`src/design/afe_regs_pkg.sv`:
```
// constants and types shared by the configuration and status register slice
package afe_regs_pkg;
  // register addresses on the serial link
  localparam logic [4:0] ADDR_MAP_FIRST = 5'h00;
  localparam logic [4:0] ADDR_CH_LAST   = 5'h01;
  localparam logic [4:0] ADDR_HOLE_LO   = 5'h02;
  localparam logic [4:0] ADDR_SNAPSHOT  = 5'h08;
  localparam logic [4:0] ADDR_HOLE_MID  = 5'h09;
  localparam logic [4:0] ADDR_SKEW      = 5'h0A;
  localparam logic [4:0] ADDR_AMP       = 5'h0B;
  localparam logic [4:0] ADDR_STATUS    = 5'h0C;
  localparam logic [4:0] ADDR_GRP2_LAST = 5'h0E;
  localparam logic [4:0] ADDR_CFG_LAST  = 5'h12;
  localparam logic [4:0] ADDR_HOLE_HI   = 5'h13;
  localparam logic [4:0] ADDR_LOCK      = 5'h1F;
  // field positions
  localparam int POS_RD_STEP  = 22;
  localparam int POS_WR_STEP  = 21;
  localparam int POS_IDLE     = 20;
  localparam int POS_LINK     = 19;
  localparam int POS_CRC_WIDE = 18;
  localparam int POS_DWIDTH   = 16;
  localparam int POS_COMM_CRC = 15;
  localparam int POS_MAP_INT  = 14;
  localparam int POS_MOD_OUT  = 11;
  localparam int POS_READY    = 0;
  localparam int POS_AMP1     = 3;
  localparam int POS_AMP0     = 0;
  // reset values
  localparam logic [7:0]  SNAPSHOT_RST = 8'h33;
  localparam logic [11:0] SKEW_RST     = 12'h000;
  localparam logic [2:0]  AMP_RST      = 3'h0;
  localparam logic [1:0]  RD_STEP_RST  = 2'h2;
  localparam logic        WR_STEP_RST  = 1'b1;
  localparam logic [1:0]  DWIDTH_RST   = 2'h1;
  localparam logic [1:0]  READY_RST    = 2'h3;
  localparam logic [7:0]  UNLOCK_KEY   = 8'hA5;
  // serial framing
  localparam logic [4:0] CMD_BITS  = 5'h08;
  localparam logic [4:0] WORD_BITS = 5'h18;
  // timing
  localparam int SYS_CLK_MHZ    = 100;
  localparam int READY_PULSE_NS = 80;
  localparam logic [3:0] READY_PULSE_CYCLES =
    4'((READY_PULSE_NS * SYS_CLK_MHZ + 999) / 1000);

  typedef enum logic [1:0] {
    RD_STATIC = 2'b00,
    RD_GROUP  = 2'b01,
    RD_TYPE   = 2'b10,
    RD_MAP    = 2'b11
  } read_step_t;
endpackage

```
`src/design/serial_word_if.sv`:
```
// word-level hand-off between the serial shifter and the register bank
`timescale 1ns/1ns
interface serial_word_if;
  logic        cmdStb;
  logic [4:0]  cmdAddr;
  logic        wordStb;
  logic        wordRead;
  logic [23:0] wordData;
  logic [23:0] rdWord;
  modport shifter (output cmdStb, cmdAddr, wordStb, wordRead, wordData,
                   input rdWord);
  modport regs (input cmdStb, cmdAddr, wordStb, wordRead, wordData,
                output rdWord);
endinterface

```
`src/design/serial_shifter.sv`:
```
// serial link shifter: 8-bit command then 24-bit words, mode 0,0
`timescale 1ns/1ns
module serial_shifter
  import afe_regs_pkg::*;
(
  // clock and reset
  input  wire logic    sys_clk,
  input  wire logic    reset_n,
  // link pins
  input  wire logic    sclk,
  input  wire logic    csN,
  input  wire logic    sdi,
  output logic         sdo,
  output logic         sdoOe,
  // word side
  serial_word_if.shifter lnk
);
  typedef struct packed {
    logic [1:0]  sck;
    logic [1:0]  csq;
    logic [1:0]  sdq;
    logic        sckPrev;
    logic        inCmd;
    logic        isRead;
    logic [4:0]  bitCnt;
    logic [23:0] shIn;
    logic [23:0] shOut;
    logic        sdo;
    logic        sdoOe;
    logic        cmdStb;
    logic [4:0]  cmdAddr;
    logic        wordStb;
    logic        wordRead;
    logic [23:0] wordData;
  } shift_state_t;

  shift_state_t s_q, s_d;
  logic rise, fall;

  always_comb begin
    s_d = s_q;
    s_d.cmdStb = 1'b0;
    s_d.wordStb = 1'b0;
    s_d.sck = {s_q.sck[0], sclk};
    s_d.csq = {s_q.csq[0], csN};
    s_d.sdq = {s_q.sdq[0], sdi};
    s_d.sckPrev = s_q.sck[1];
    rise = s_q.sck[1] & ~s_q.sckPrev;
    fall = ~s_q.sck[1] & s_q.sckPrev;
    if (s_q.csq[1]) begin
      s_d.inCmd = 1'b1;
      s_d.bitCnt = 5'h00;
      s_d.sdoOe = 1'b0;
    end else begin
      if (rise) begin
        s_d.shIn = {s_q.shIn[22:0], s_q.sdq[1]};
        s_d.bitCnt = s_q.bitCnt + 5'h01;
        if (s_q.inCmd && s_q.bitCnt == CMD_BITS - 5'h01) begin
          // top two command bits select a device and are not decoded
          s_d.cmdStb = 1'b1;
          s_d.cmdAddr = s_q.shIn[4:0];
          s_d.isRead = s_q.sdq[1];
          s_d.inCmd = 1'b0;
          s_d.bitCnt = 5'h00;
        end else if (!s_q.inCmd && s_q.bitCnt == WORD_BITS - 5'h01) begin
          s_d.wordStb = 1'b1;
          s_d.wordRead = s_q.isRead;
          s_d.wordData = {s_q.shIn[22:0], s_q.sdq[1]};
          s_d.bitCnt = 5'h00;
        end
      end
      // word is fetched at its first falling edge, after the address moved
      if (fall && !s_q.inCmd && s_q.isRead) begin
        s_d.sdoOe = 1'b1;
        if (s_q.bitCnt == 5'h00) begin
          s_d.sdo = lnk.rdWord[23];
          s_d.shOut = {lnk.rdWord[22:0], 1'b0};
        end else begin
          s_d.sdo = s_q.shOut[23];
          s_d.shOut = {s_q.shOut[22:0], 1'b0};
        end
      end
    end
  end

  always_ff @(posedge sys_clk or negedge reset_n) begin
    if (!reset_n) begin
      s_q <= '0;
      s_q.sck <= 2'h0;
      s_q.csq <= 2'h3;
      s_q.inCmd <= 1'b1;
    end else begin
      s_q <= s_d;
    end
  end

  assign sdo = s_q.sdo;
  assign sdoOe = s_q.sdoOe;
  assign lnk.cmdStb = s_q.cmdStb;
  assign lnk.cmdAddr = s_q.cmdAddr;
  assign lnk.wordStb = s_q.wordStb;
  assign lnk.wordRead = s_q.wordRead;
  assign lnk.wordData = s_q.wordData;
endmodule

```
`src/design/afe_config_status_regs.sv`:
```
// configuration and status register slice of a two-channel front end
// Behaviour
// snapshot refreshes every modulator clock period
// bits 7-4 channel 1, 3-0 channel 0
// snapshot resets to zero-volt pattern, upper zero
// host should not write the snapshot
// skew write restarts all active converters
// skew delays channel 0 in modulator periods
// skew bits 23-12 read zero
// two 3-bit gain selectors, rest zero
// gain codes 1..32, reserved act as 1
// read stepping: map, types, groups, static
// write stepping: loop writable, or static
// idle ready pin drives high or floats
// linked mode: one pulse at lagging converter
// checksum width select 16 or 32 bits
// sample width select for all channels
// ready flags: 0 ready, status read sets
// host keeps reserved bits 13-12 zero
// map checksum error holds pin low until unlock
// fixed bits ignore writes
`timescale 1ns/1ns
module afe_config_status_regs
  import afe_regs_pkg::*;
(
  // clock and reset
  input  wire logic       sys_clk,
  input  wire logic       reset_n,
  // serial link pins
  input  wire logic       sclk,
  input  wire logic       csN,
  input  wire logic       sdi,
  output logic            sdo,
  output logic            sdoOe,
  // modulator side
  input  wire logic       modClk,
  input  wire logic [7:0] compIn,
  input  wire logic [1:0] chReady,
  // map check
  input  wire logic       mapCrcError,
  input  wire logic [7:0] lockKey,
  // sample-ready pin
  output logic            readyPinOut,
  output logic            readyPinOe,
  // converter control
  output logic            restartAll,
  output logic            startCh1,
  output logic            startCh0,
  output logic [11:0]     skewPeriods,
  output logic [5:0]      gainCh0,
  output logic [5:0]      gainCh1,
  // formatting and options
  output logic            crcWide,
  output logic [1:0]      dataWidth,
  output logic            commCrcEn,
  output logic            mapIntEn,
  output logic            modOutEn
);
  typedef struct packed {
    logic [1:0]  modSync;
    logic        modPrev;
    logic [7:0]  compSync0;
    logic [7:0]  compSync1;
    logic [7:0]  snap;
    logic [11:0] skew;
    logic [2:0]  amp1;
    logic [2:0]  amp0;
    logic [1:0]  rdStep;
    logic        wrStep;
    logic        idleHigh;
    logic        link;
    logic        crcWide;
    logic [1:0]  dWidth;
    logic        commCrc;
    logic        mapInt;
    logic        modOut;
    logic [1:0]  notReady;
    logic [4:0]  addr;
    logic [23:0] rdWord;
    logic        restart;
    logic        start1;
    logic        start0;
    logic [11:0] delayCnt;
    logic        delayRun;
    logic [1:0]  pend;
    logic [3:0]  pulseCnt;
    logic        crcLatch;
    logic        pinOut;
    logic        pinOe;
    logic [5:0]  gain0;
    logic [5:0]  gain1;
  } bank_state_t;

  bank_state_t s_q, s_d;
  logic modEdge, fire, lowNow;
  logic [23:0] w;

  serial_word_if lnk ();

  serial_shifter u_shifter (
    .sys_clk (sys_clk),
    .reset_n (reset_n),
    .sclk    (sclk),
    .csN     (csN),
    .sdi     (sdi),
    .sdo     (sdo),
    .sdoOe   (sdoOe),
    .lnk     (lnk.shifter)
  );

  function automatic logic [5:0] ampGain(input logic [2:0] code);
    case (code)
      3'h1:    ampGain = 6'h02;
      3'h2:    ampGain = 6'h04;
      3'h3:    ampGain = 6'h08;
      3'h4:    ampGain = 6'h10;
      3'h5:    ampGain = 6'h20;
      default: ampGain = 6'h01; // reserved codes fall back to unity
    endcase
  endfunction

  // next address inside the loop the stepping mode selects
  function automatic logic [4:0] nextAddr(input logic [4:0] a,
                                          input logic [1:0] mode,
                                          input logic       wr);
    logic [4:0] lo;
    logic [4:0] hi;
    logic [4:0] n;
    lo = a;
    hi = a;
    n = a + 5'h01;
    if (n == ADDR_HOLE_LO) n = ADDR_SNAPSHOT;
    if (n == ADDR_HOLE_MID) n = ADDR_SKEW;
    if (n == ADDR_HOLE_HI) n = ADDR_LOCK;
    if (wr) begin
      lo = ADDR_SNAPSHOT;
      hi = ADDR_LOCK;
    end else begin
      case (read_step_t'(mode))
        RD_MAP: begin
          lo = ADDR_MAP_FIRST;
          hi = ADDR_LOCK;
        end
        RD_TYPE: begin
          lo = (a <= ADDR_CH_LAST) ? ADDR_MAP_FIRST : ADDR_SNAPSHOT;
          hi = (a <= ADDR_CH_LAST) ? ADDR_CH_LAST : ADDR_LOCK;
        end
        RD_GROUP: begin
          if (a <= ADDR_CH_LAST) begin
            lo = ADDR_MAP_FIRST;
            hi = ADDR_CH_LAST;
          end else if (a <= ADDR_STATUS) begin
            lo = ADDR_SNAPSHOT;
            hi = ADDR_STATUS;
          end else if (a <= ADDR_GRP2_LAST) begin
            lo = ADDR_STATUS + 5'h01;
            hi = ADDR_GRP2_LAST;
          end else if (a <= ADDR_CFG_LAST) begin
            lo = ADDR_GRP2_LAST + 5'h01;
            hi = ADDR_CFG_LAST;
          end else begin
            lo = ADDR_LOCK;
            hi = ADDR_LOCK;
          end
        end
        default: begin
          lo = a;
          hi = a;
        end
      endcase
    end
    nextAddr = (a == hi) ? lo : n;
  endfunction

  always_comb begin
    s_d = s_q;
    w = lnk.wordData;
    s_d.restart = 1'b0;
    s_d.start1 = 1'b0;
    s_d.start0 = 1'b0;
    s_d.modSync = {s_q.modSync[0], modClk};
    s_d.modPrev = s_q.modSync[1];
    s_d.compSync0 = compIn;
    s_d.compSync1 = s_q.compSync0;
    modEdge = s_q.modSync[1] & ~s_q.modPrev;

    if (lnk.cmdStb) s_d.addr = lnk.cmdAddr;
    if (lnk.wordStb && lnk.wordRead) begin
      if (s_q.addr == ADDR_STATUS) s_d.notReady = READY_RST;
      s_d.addr = nextAddr(s_q.addr, s_q.rdStep, 1'b0);
    end else if (lnk.wordStb) begin
      // only implemented fields are stored
      case (s_q.addr)
        ADDR_SNAPSHOT: s_d.snap = w[7:0];
        ADDR_SKEW: begin
          s_d.skew = w[11:0];
          s_d.restart = 1'b1;
          s_d.start1 = 1'b1;
          s_d.start0 = (w[11:0] == 12'h000);
          s_d.delayCnt = w[11:0];
          s_d.delayRun = (w[11:0] != 12'h000);
        end
        ADDR_AMP: begin
          s_d.amp1 = w[POS_AMP1 +: 3];
          s_d.amp0 = w[POS_AMP0 +: 3];
        end
        ADDR_STATUS: begin
          s_d.rdStep = w[POS_RD_STEP +: 2];
          s_d.wrStep = w[POS_WR_STEP];
          s_d.idleHigh = w[POS_IDLE];
          s_d.link = w[POS_LINK];
          s_d.crcWide = w[POS_CRC_WIDE];
          s_d.dWidth = w[POS_DWIDTH +: 2];
          s_d.commCrc = w[POS_COMM_CRC];
          s_d.mapInt = w[POS_MAP_INT];
          s_d.modOut = w[POS_MOD_OUT];
        end
        default: s_d.snap = s_q.snap;
      endcase
      s_d.addr = s_q.wrStep ? nextAddr(s_q.addr, s_q.rdStep, 1'b1)
                            : s_q.addr;
    end

    // comparator refresh overrides a host write in the same cycle
    if (modEdge) s_d.snap = s_q.compSync1;

    // channel 1 is the reference; channel 0 starts after the skew
    // a new skew write owns the counter, so no old count may overwrite it
    if (s_q.delayRun && modEdge && !s_d.restart && !s_q.restart) begin
      s_d.delayCnt = s_q.delayCnt - 12'h001;
      if (s_q.delayCnt == 12'h001) begin
        s_d.start0 = 1'b1;
        s_d.delayRun = 1'b0;
      end
    end

    // a ready event beats a status read in the same cycle
    s_d.notReady = s_d.notReady & ~chReady;

    s_d.pend = s_q.pend | chReady;
    fire = s_q.link ? (&s_d.pend) : (|chReady);
    if (fire || !s_q.link) s_d.pend = 2'h0;
    if (fire) s_d.pulseCnt = READY_PULSE_CYCLES;
    else if (s_q.pulseCnt != 4'h0) s_d.pulseCnt = s_q.pulseCnt - 4'h1;

    // error set beats the unlock clear so no error is missed
    if (lockKey == UNLOCK_KEY) s_d.crcLatch = 1'b0;
    if (s_q.mapInt && mapCrcError) s_d.crcLatch = 1'b1;

    lowNow = s_d.crcLatch || (s_d.pulseCnt != 4'h0);
    s_d.pinOut = !lowNow;
    s_d.pinOe = lowNow || s_d.idleHigh;

    s_d.gain0 = ampGain(s_d.amp0);
    s_d.gain1 = ampGain(s_d.amp1);

    // read word for the next fetch; fixed bits read zero
    case (s_d.addr)
      ADDR_SNAPSHOT: s_d.rdWord = {16'h0000, s_d.snap};
      ADDR_SKEW:     s_d.rdWord = {12'h000, s_d.skew};
      ADDR_AMP:      s_d.rdWord = {18'h00000, s_d.amp1, s_d.amp0};
      ADDR_STATUS:   s_d.rdWord = {s_d.rdStep, s_d.wrStep, s_d.idleHigh,
                                   s_d.link, s_d.crcWide, s_d.dWidth,
                                   s_d.commCrc, s_d.mapInt, 2'h0,
                                   s_d.modOut, 9'h000, s_d.notReady};
      default:       s_d.rdWord = 24'h000000;
    endcase
  end

  always_ff @(posedge sys_clk or negedge reset_n) begin
    if (!reset_n) begin
      s_q <= '0;
      s_q.snap <= SNAPSHOT_RST;
      s_q.skew <= SKEW_RST;
      s_q.amp1 <= AMP_RST;
      s_q.amp0 <= AMP_RST;
      s_q.rdStep <= RD_STEP_RST;
      s_q.wrStep <= WR_STEP_RST;
      s_q.dWidth <= DWIDTH_RST;
      s_q.notReady <= READY_RST;
      s_q.pinOut <= 1'b1;
      s_q.gain0 <= 6'h01;
      s_q.gain1 <= 6'h01;
    end else begin
      s_q <= s_d;
    end
  end

  assign lnk.rdWord = s_q.rdWord;
  assign readyPinOut = s_q.pinOut;
  assign readyPinOe = s_q.pinOe;
  assign restartAll = s_q.restart;
  assign startCh1 = s_q.start1;
  assign startCh0 = s_q.start0;
  assign skewPeriods = s_q.skew;
  assign gainCh0 = s_q.gain0;
  assign gainCh1 = s_q.gain1;
  assign crcWide = s_q.crcWide;
  assign dataWidth = s_q.dWidth;
  assign commCrcEn = s_q.commCrc;
  assign mapIntEn = s_q.mapInt;
  assign modOutEn = s_q.modOut;
endmodule

```
`config.mk`:
```
export PLATFORM = sky130hd
export DESIGN_NAME = afe_config_status_regs
export DESIGN_NICKNAME = d
export VERILOG_FILES = /design/src/design/afe_regs_pkg.sv /design/src/design/serial_word_if.sv /design/src/design/serial_shifter.sv /design/src/design/afe_config_status_regs.sv
export SDC_FILE = /design/constraint.sdc
export NUM_CORES = 1
export LEC_CHECK = 0
export ABC_AREA = 1
export BUFFER_PORTS_ARGS = -buffer_cell sky130_fd_sc_hd__buf_4
export CAP_MARGIN = 25
export CORE_ASPECT_RATIO = 0.5
export CORE_UTILIZATION = 43
export DETAILED_ROUTE_END_ITERATION = 10
export PLACE_DENSITY = 0.66
export SYNTH_ARGS = -nofsm -noshare
export SYNTH_HDL_FRONTEND = slang
export SYNTH_SLANG_ARGS = --single-unit
```
`constraint.sdc`:
```
create_clock -name sys_clk -period 7.2 [get_ports sys_clk]
set_input_delay 1.8 -clock sys_clk [delete_from_list [all_inputs] [get_ports sys_clk]]
set_output_delay 1.8 -clock sys_clk [all_outputs]
set_load 0.01 [all_outputs]
```
==> results.yml <==
cts:
  cts_buffer_depth: 3
  clock_latency_ns: 0.49
  post_cts_buffers: 0
  cts_sinks: 213
  ctsHoldBuffers: 0
  htreeDepth: 1
  root_buffer: "clkbuf_16"
  cts.reportedPaths.clkPinSlew_ns: 0.06
  post_cts_resized: 0
  cts_tree: "built"
  cts_buffers: 21
logic_synthesis:
  ys.warnings.count: 0
  synth_area_leader_cell: "dfrtp_1"
  synth_edf_count: 0
  synth_top_area_frac: 0.521
  ys.flop_type: "dfrtp_1"
  synthTopCellsByArea: "dfrtp_1 52%, nand2_1 9.6%, inv_1 5.2%"
  ys_seq_area_frac: 0.562
  synthCells: 1055
  ys_async_sr_fraction: 1.00
  ys_seq_elements: 213
  yosys-top-cells-count: "243 x nand2_1, 198 x dfrtp_1, 131 x inv_1, 91 x nor2_1, 75 x o21ai_0"
  synth_area_um2: 9510
  synth_most_common_cell: "nand2_1"
  synthesis.nets: 1092
  ys_types: 42
  avgSynthCellArea_um2: 9.02
outcome:
  status: "complete, no violations"
timing:
  slew_headroom: 0.471
  setup_violations: 0
  period_needed_ns: 3.16
  worst_pin_slew_ns: 0.794
  rsz0062_at_grt: "false"
  slew_viol_final: 0
  fin_crit_sh: 0.438
  hold_viol_final: 0
  max_freq_ghz: 0.317
  fin_skew_ns: 0.0163
  fin_setup_tns_ns: 0
cells_and_area:
  drive_gt1_frac: 0.159
  fin_nets: 1128
  post-route-util: 0.495
  nFillCells: 2054
  regArea_um2: 5350
  design_area_um2: 10700
  diodes: 0
  multi_input_area_um2: 3300
  area_delta_synth_final_pct: 12.9
critical_path:
  critPathMaxStageDelay_ns: 0.61
  cp_max_fo: 13
  arrival_ns: 3.59
  reg2reg_slack_ns: 4.04
  r2r_end: "lnk.rdWord[7]$_DFF_PN0_"
  cp_common_cell: "nand2_1"
  crit_type: "reg2reg"
  cp-end-kind: "flop"
  start_kind: "flop"
  crit_slowest_cell: "dfrtp_1"
  crit_required_ns: 7.63
  r2r_cells: 21
  reg2reg_from: "s_q[61]$_DFF_PN0_"
  cp_cell_sequence: "ha_1 -> inv_1 -> nor2_1 -> ha_1 -> inv_1 -> nand2_1 -> inv_1 -> nand2_2 -> nand3_2 -> nand2_1 -> nand2_1 -> nand2_1 -> nand2_2 -> nand2_4 -> nor2_8 -> nand2_4 -> nor2_4 -> nand2_1 -> inv_2 -> nand2_1 -> nand2_1"
die:
  fp.dieW_um: 212
  die_area_um2: 22800
  initial_utilization: 0.439
  core_area_um2: 21700
  rows: 38
  die_y_um: 107
  ios: 62
routing:
  drt_iter0_drc: 584
  routedWlPerCell_um: 15.1
  route.detailed.drc: 0
  wirelength_mm: 21.3
  final_antenna_net_count: 0
  vias_per_cell: 4.99
  vias: 7008
  dr.pass1.iters: 7
grt:
  grt.total_usage: 0.193
  grt_pass1_wl_mm: 34.4
  grt-ovfl-total: 0
  grt_pass1_vias: 6488
  antenna_found_initial: 0
  grt_max_degree: 78
place:
  io_buffer_count: 61
  dp_hpwl_mm: 15.5
  dpl-instance-area_um2: 10100
  place.gp.congestion: 0.979
power:
  p_leak_nw: 5.37
  peakVddDrop_uv: 116
  powerDensity_nw_per_um2: 221
worst_hold_path:
  min_from: "s_d[107]$_DFF_PN0_"
  hold_path_depth: 0
  hold_end: "s_q[107]$_DFF_PN0_"
  holdCritPathClass: "reg2reg"
flow_run:
  max_cap_viol_count: 0
[per-stage QoR]
step	hold WS, ns	power [mW]	cells	setup slack [ns]
floorplan	0.331	1.30	1055	4.26
global placement	0.333	1.35	1367	3.90
detailed placement	0.335	1.36	1367	3.83
CTS	0.345	2.39	1404	4.08
global route	0.357	2.46	1405	3.68
finish	0.344	2.37	1405	4.04
[sequential cells by signal, indices dropped and copies added (netlist names), 6 cells and up]
name / flops
s_q: 55
gainCh1: 6
u_shifter.s_q: 56
gainCh0: 6
u_shifter.lnk.wordData: 22
s_d: 10
skewPeriods: 12
lnk.rdWord: 22
[how the worst max path moves through the flow]
| stage | start | end | slack [ns] | cells after the start |
|---|---|---|---|---|
| 2_1_floorplan | chReady[1] | readyPinOe$_DFF_PN0_ | 4.26 | 10 |
| 3_3_place_gp | reset_n | s_d[111]$_DFF_PN0_ | 3.90 | 2 |
| 3_5_place_dp | chReady[1] | readyPinOe$_DFF_PN0_ | 3.83 | 11 |
| 4_1_cts | s_q[61]$_DFF_PN0_ | lnk.rdWord[7]$_DFF_PN0_ | 4.08 | 21 |
| 5_1_grt | s_q[61]$_DFF_PN0_ | lnk.rdWord[3]$_DFF_PN0_ | 3.68 | 17 |
| 6_report | s_q[61]$_DFF_PN0_ | lnk.rdWord[7]$_DFF_PN0_ | 4.04 | 21 |
[final cells by class]
cell class | instances | share of cell area
Multi-Input combinational cell | 646 | 0.307
Inverter | 141 | 0.0493
Sequential cell | 213 | 0.498
Timing Repair Buffer | 68 | 0.0500
Clock buffer | 31 | 0.0571
Clock inverter | 6 | 0.00338
Tap cell | 300 | 0.0349
[power breakdown]
| group | internal (mW) | leakage (nW) | switching, mW |
|---|---|---|---|
| clock network | 0.591 | 0.321 | 0.443 |
| logic | 0.0273 | 2.21 | 0.0676 |
| registers | 1.23 | 2.84 | 0.0139 |
| total | 1.84 | 5.37 | 0.525 |
[cells by family (layout without fill, tap and decap cells)]
| family | Yosys count | count (layout) | synth area share |
|---|---|---|---|
| AND/OR/NAND/NOR | 459 | 459 | 0.223 |
| adder cells (fa/ha/maj) | 12 | 12 | 0.0158 |
| flip-flops | 213 | 213 | 0.562 |
| buffers and inverters | 196 | 246 | 0.0913 |
| AO/OA/AOI/OAI | 166 | 166 | 0.0989 |
| XOR/XNOR | 9 | 9 | 0.00829 |
[critical path: cells and delay by family, from the launching register on]
family / cells / cell delay, ns
fa+ha+maj: 2 / 0.58
buf+inv: 4 / 0.41
flops: 1 / 0.61
simple gates: 15 / 1.48
[placed cells by master, fill, tap and decap left out, types with 4 or more instances in the layout]
master,netlist,final
a211oi_1,7,7
a21oi_1,26,26
a31oi_1,24,24
buf_4,29,66
clkbuf_1,22,5
clkbuf_16,0,21
clkbuf_8,0,6
clkinv_2,0,4
dfrtp_1,198,198
dfstp_2,15,15
ha_1,12,12
inv_1,131,131
inv_2,8,8
nand2_1,243,243
nand2_2,9,9
nand2_4,6,6
nand3_1,49,49
nand3_2,6,6
nand3_4,4,4
nand4_1,8,8
nor2_1,91,89
nor2_2,16,18
nor2_4,6,6
nor3_1,12,12
o211ai_1,8,8
o21ai_0,75,75
o21ai_1,11,11
xor2_1,8,8
[per-layer routing]
metal | part of all wire | vias to the layer above | GRT usage
met3 | 0.072 | 32 | 0.0422
met5 | 0 | - | 0
met1 | 0.50 | 3361 | 0.304
li1 | - | 3431 | -
met4 | 0.016 | 0 | 0.0385
met2 | 0.41 | 184 | 0.269
Note: power is estimated with default switching activity, not from simulation.
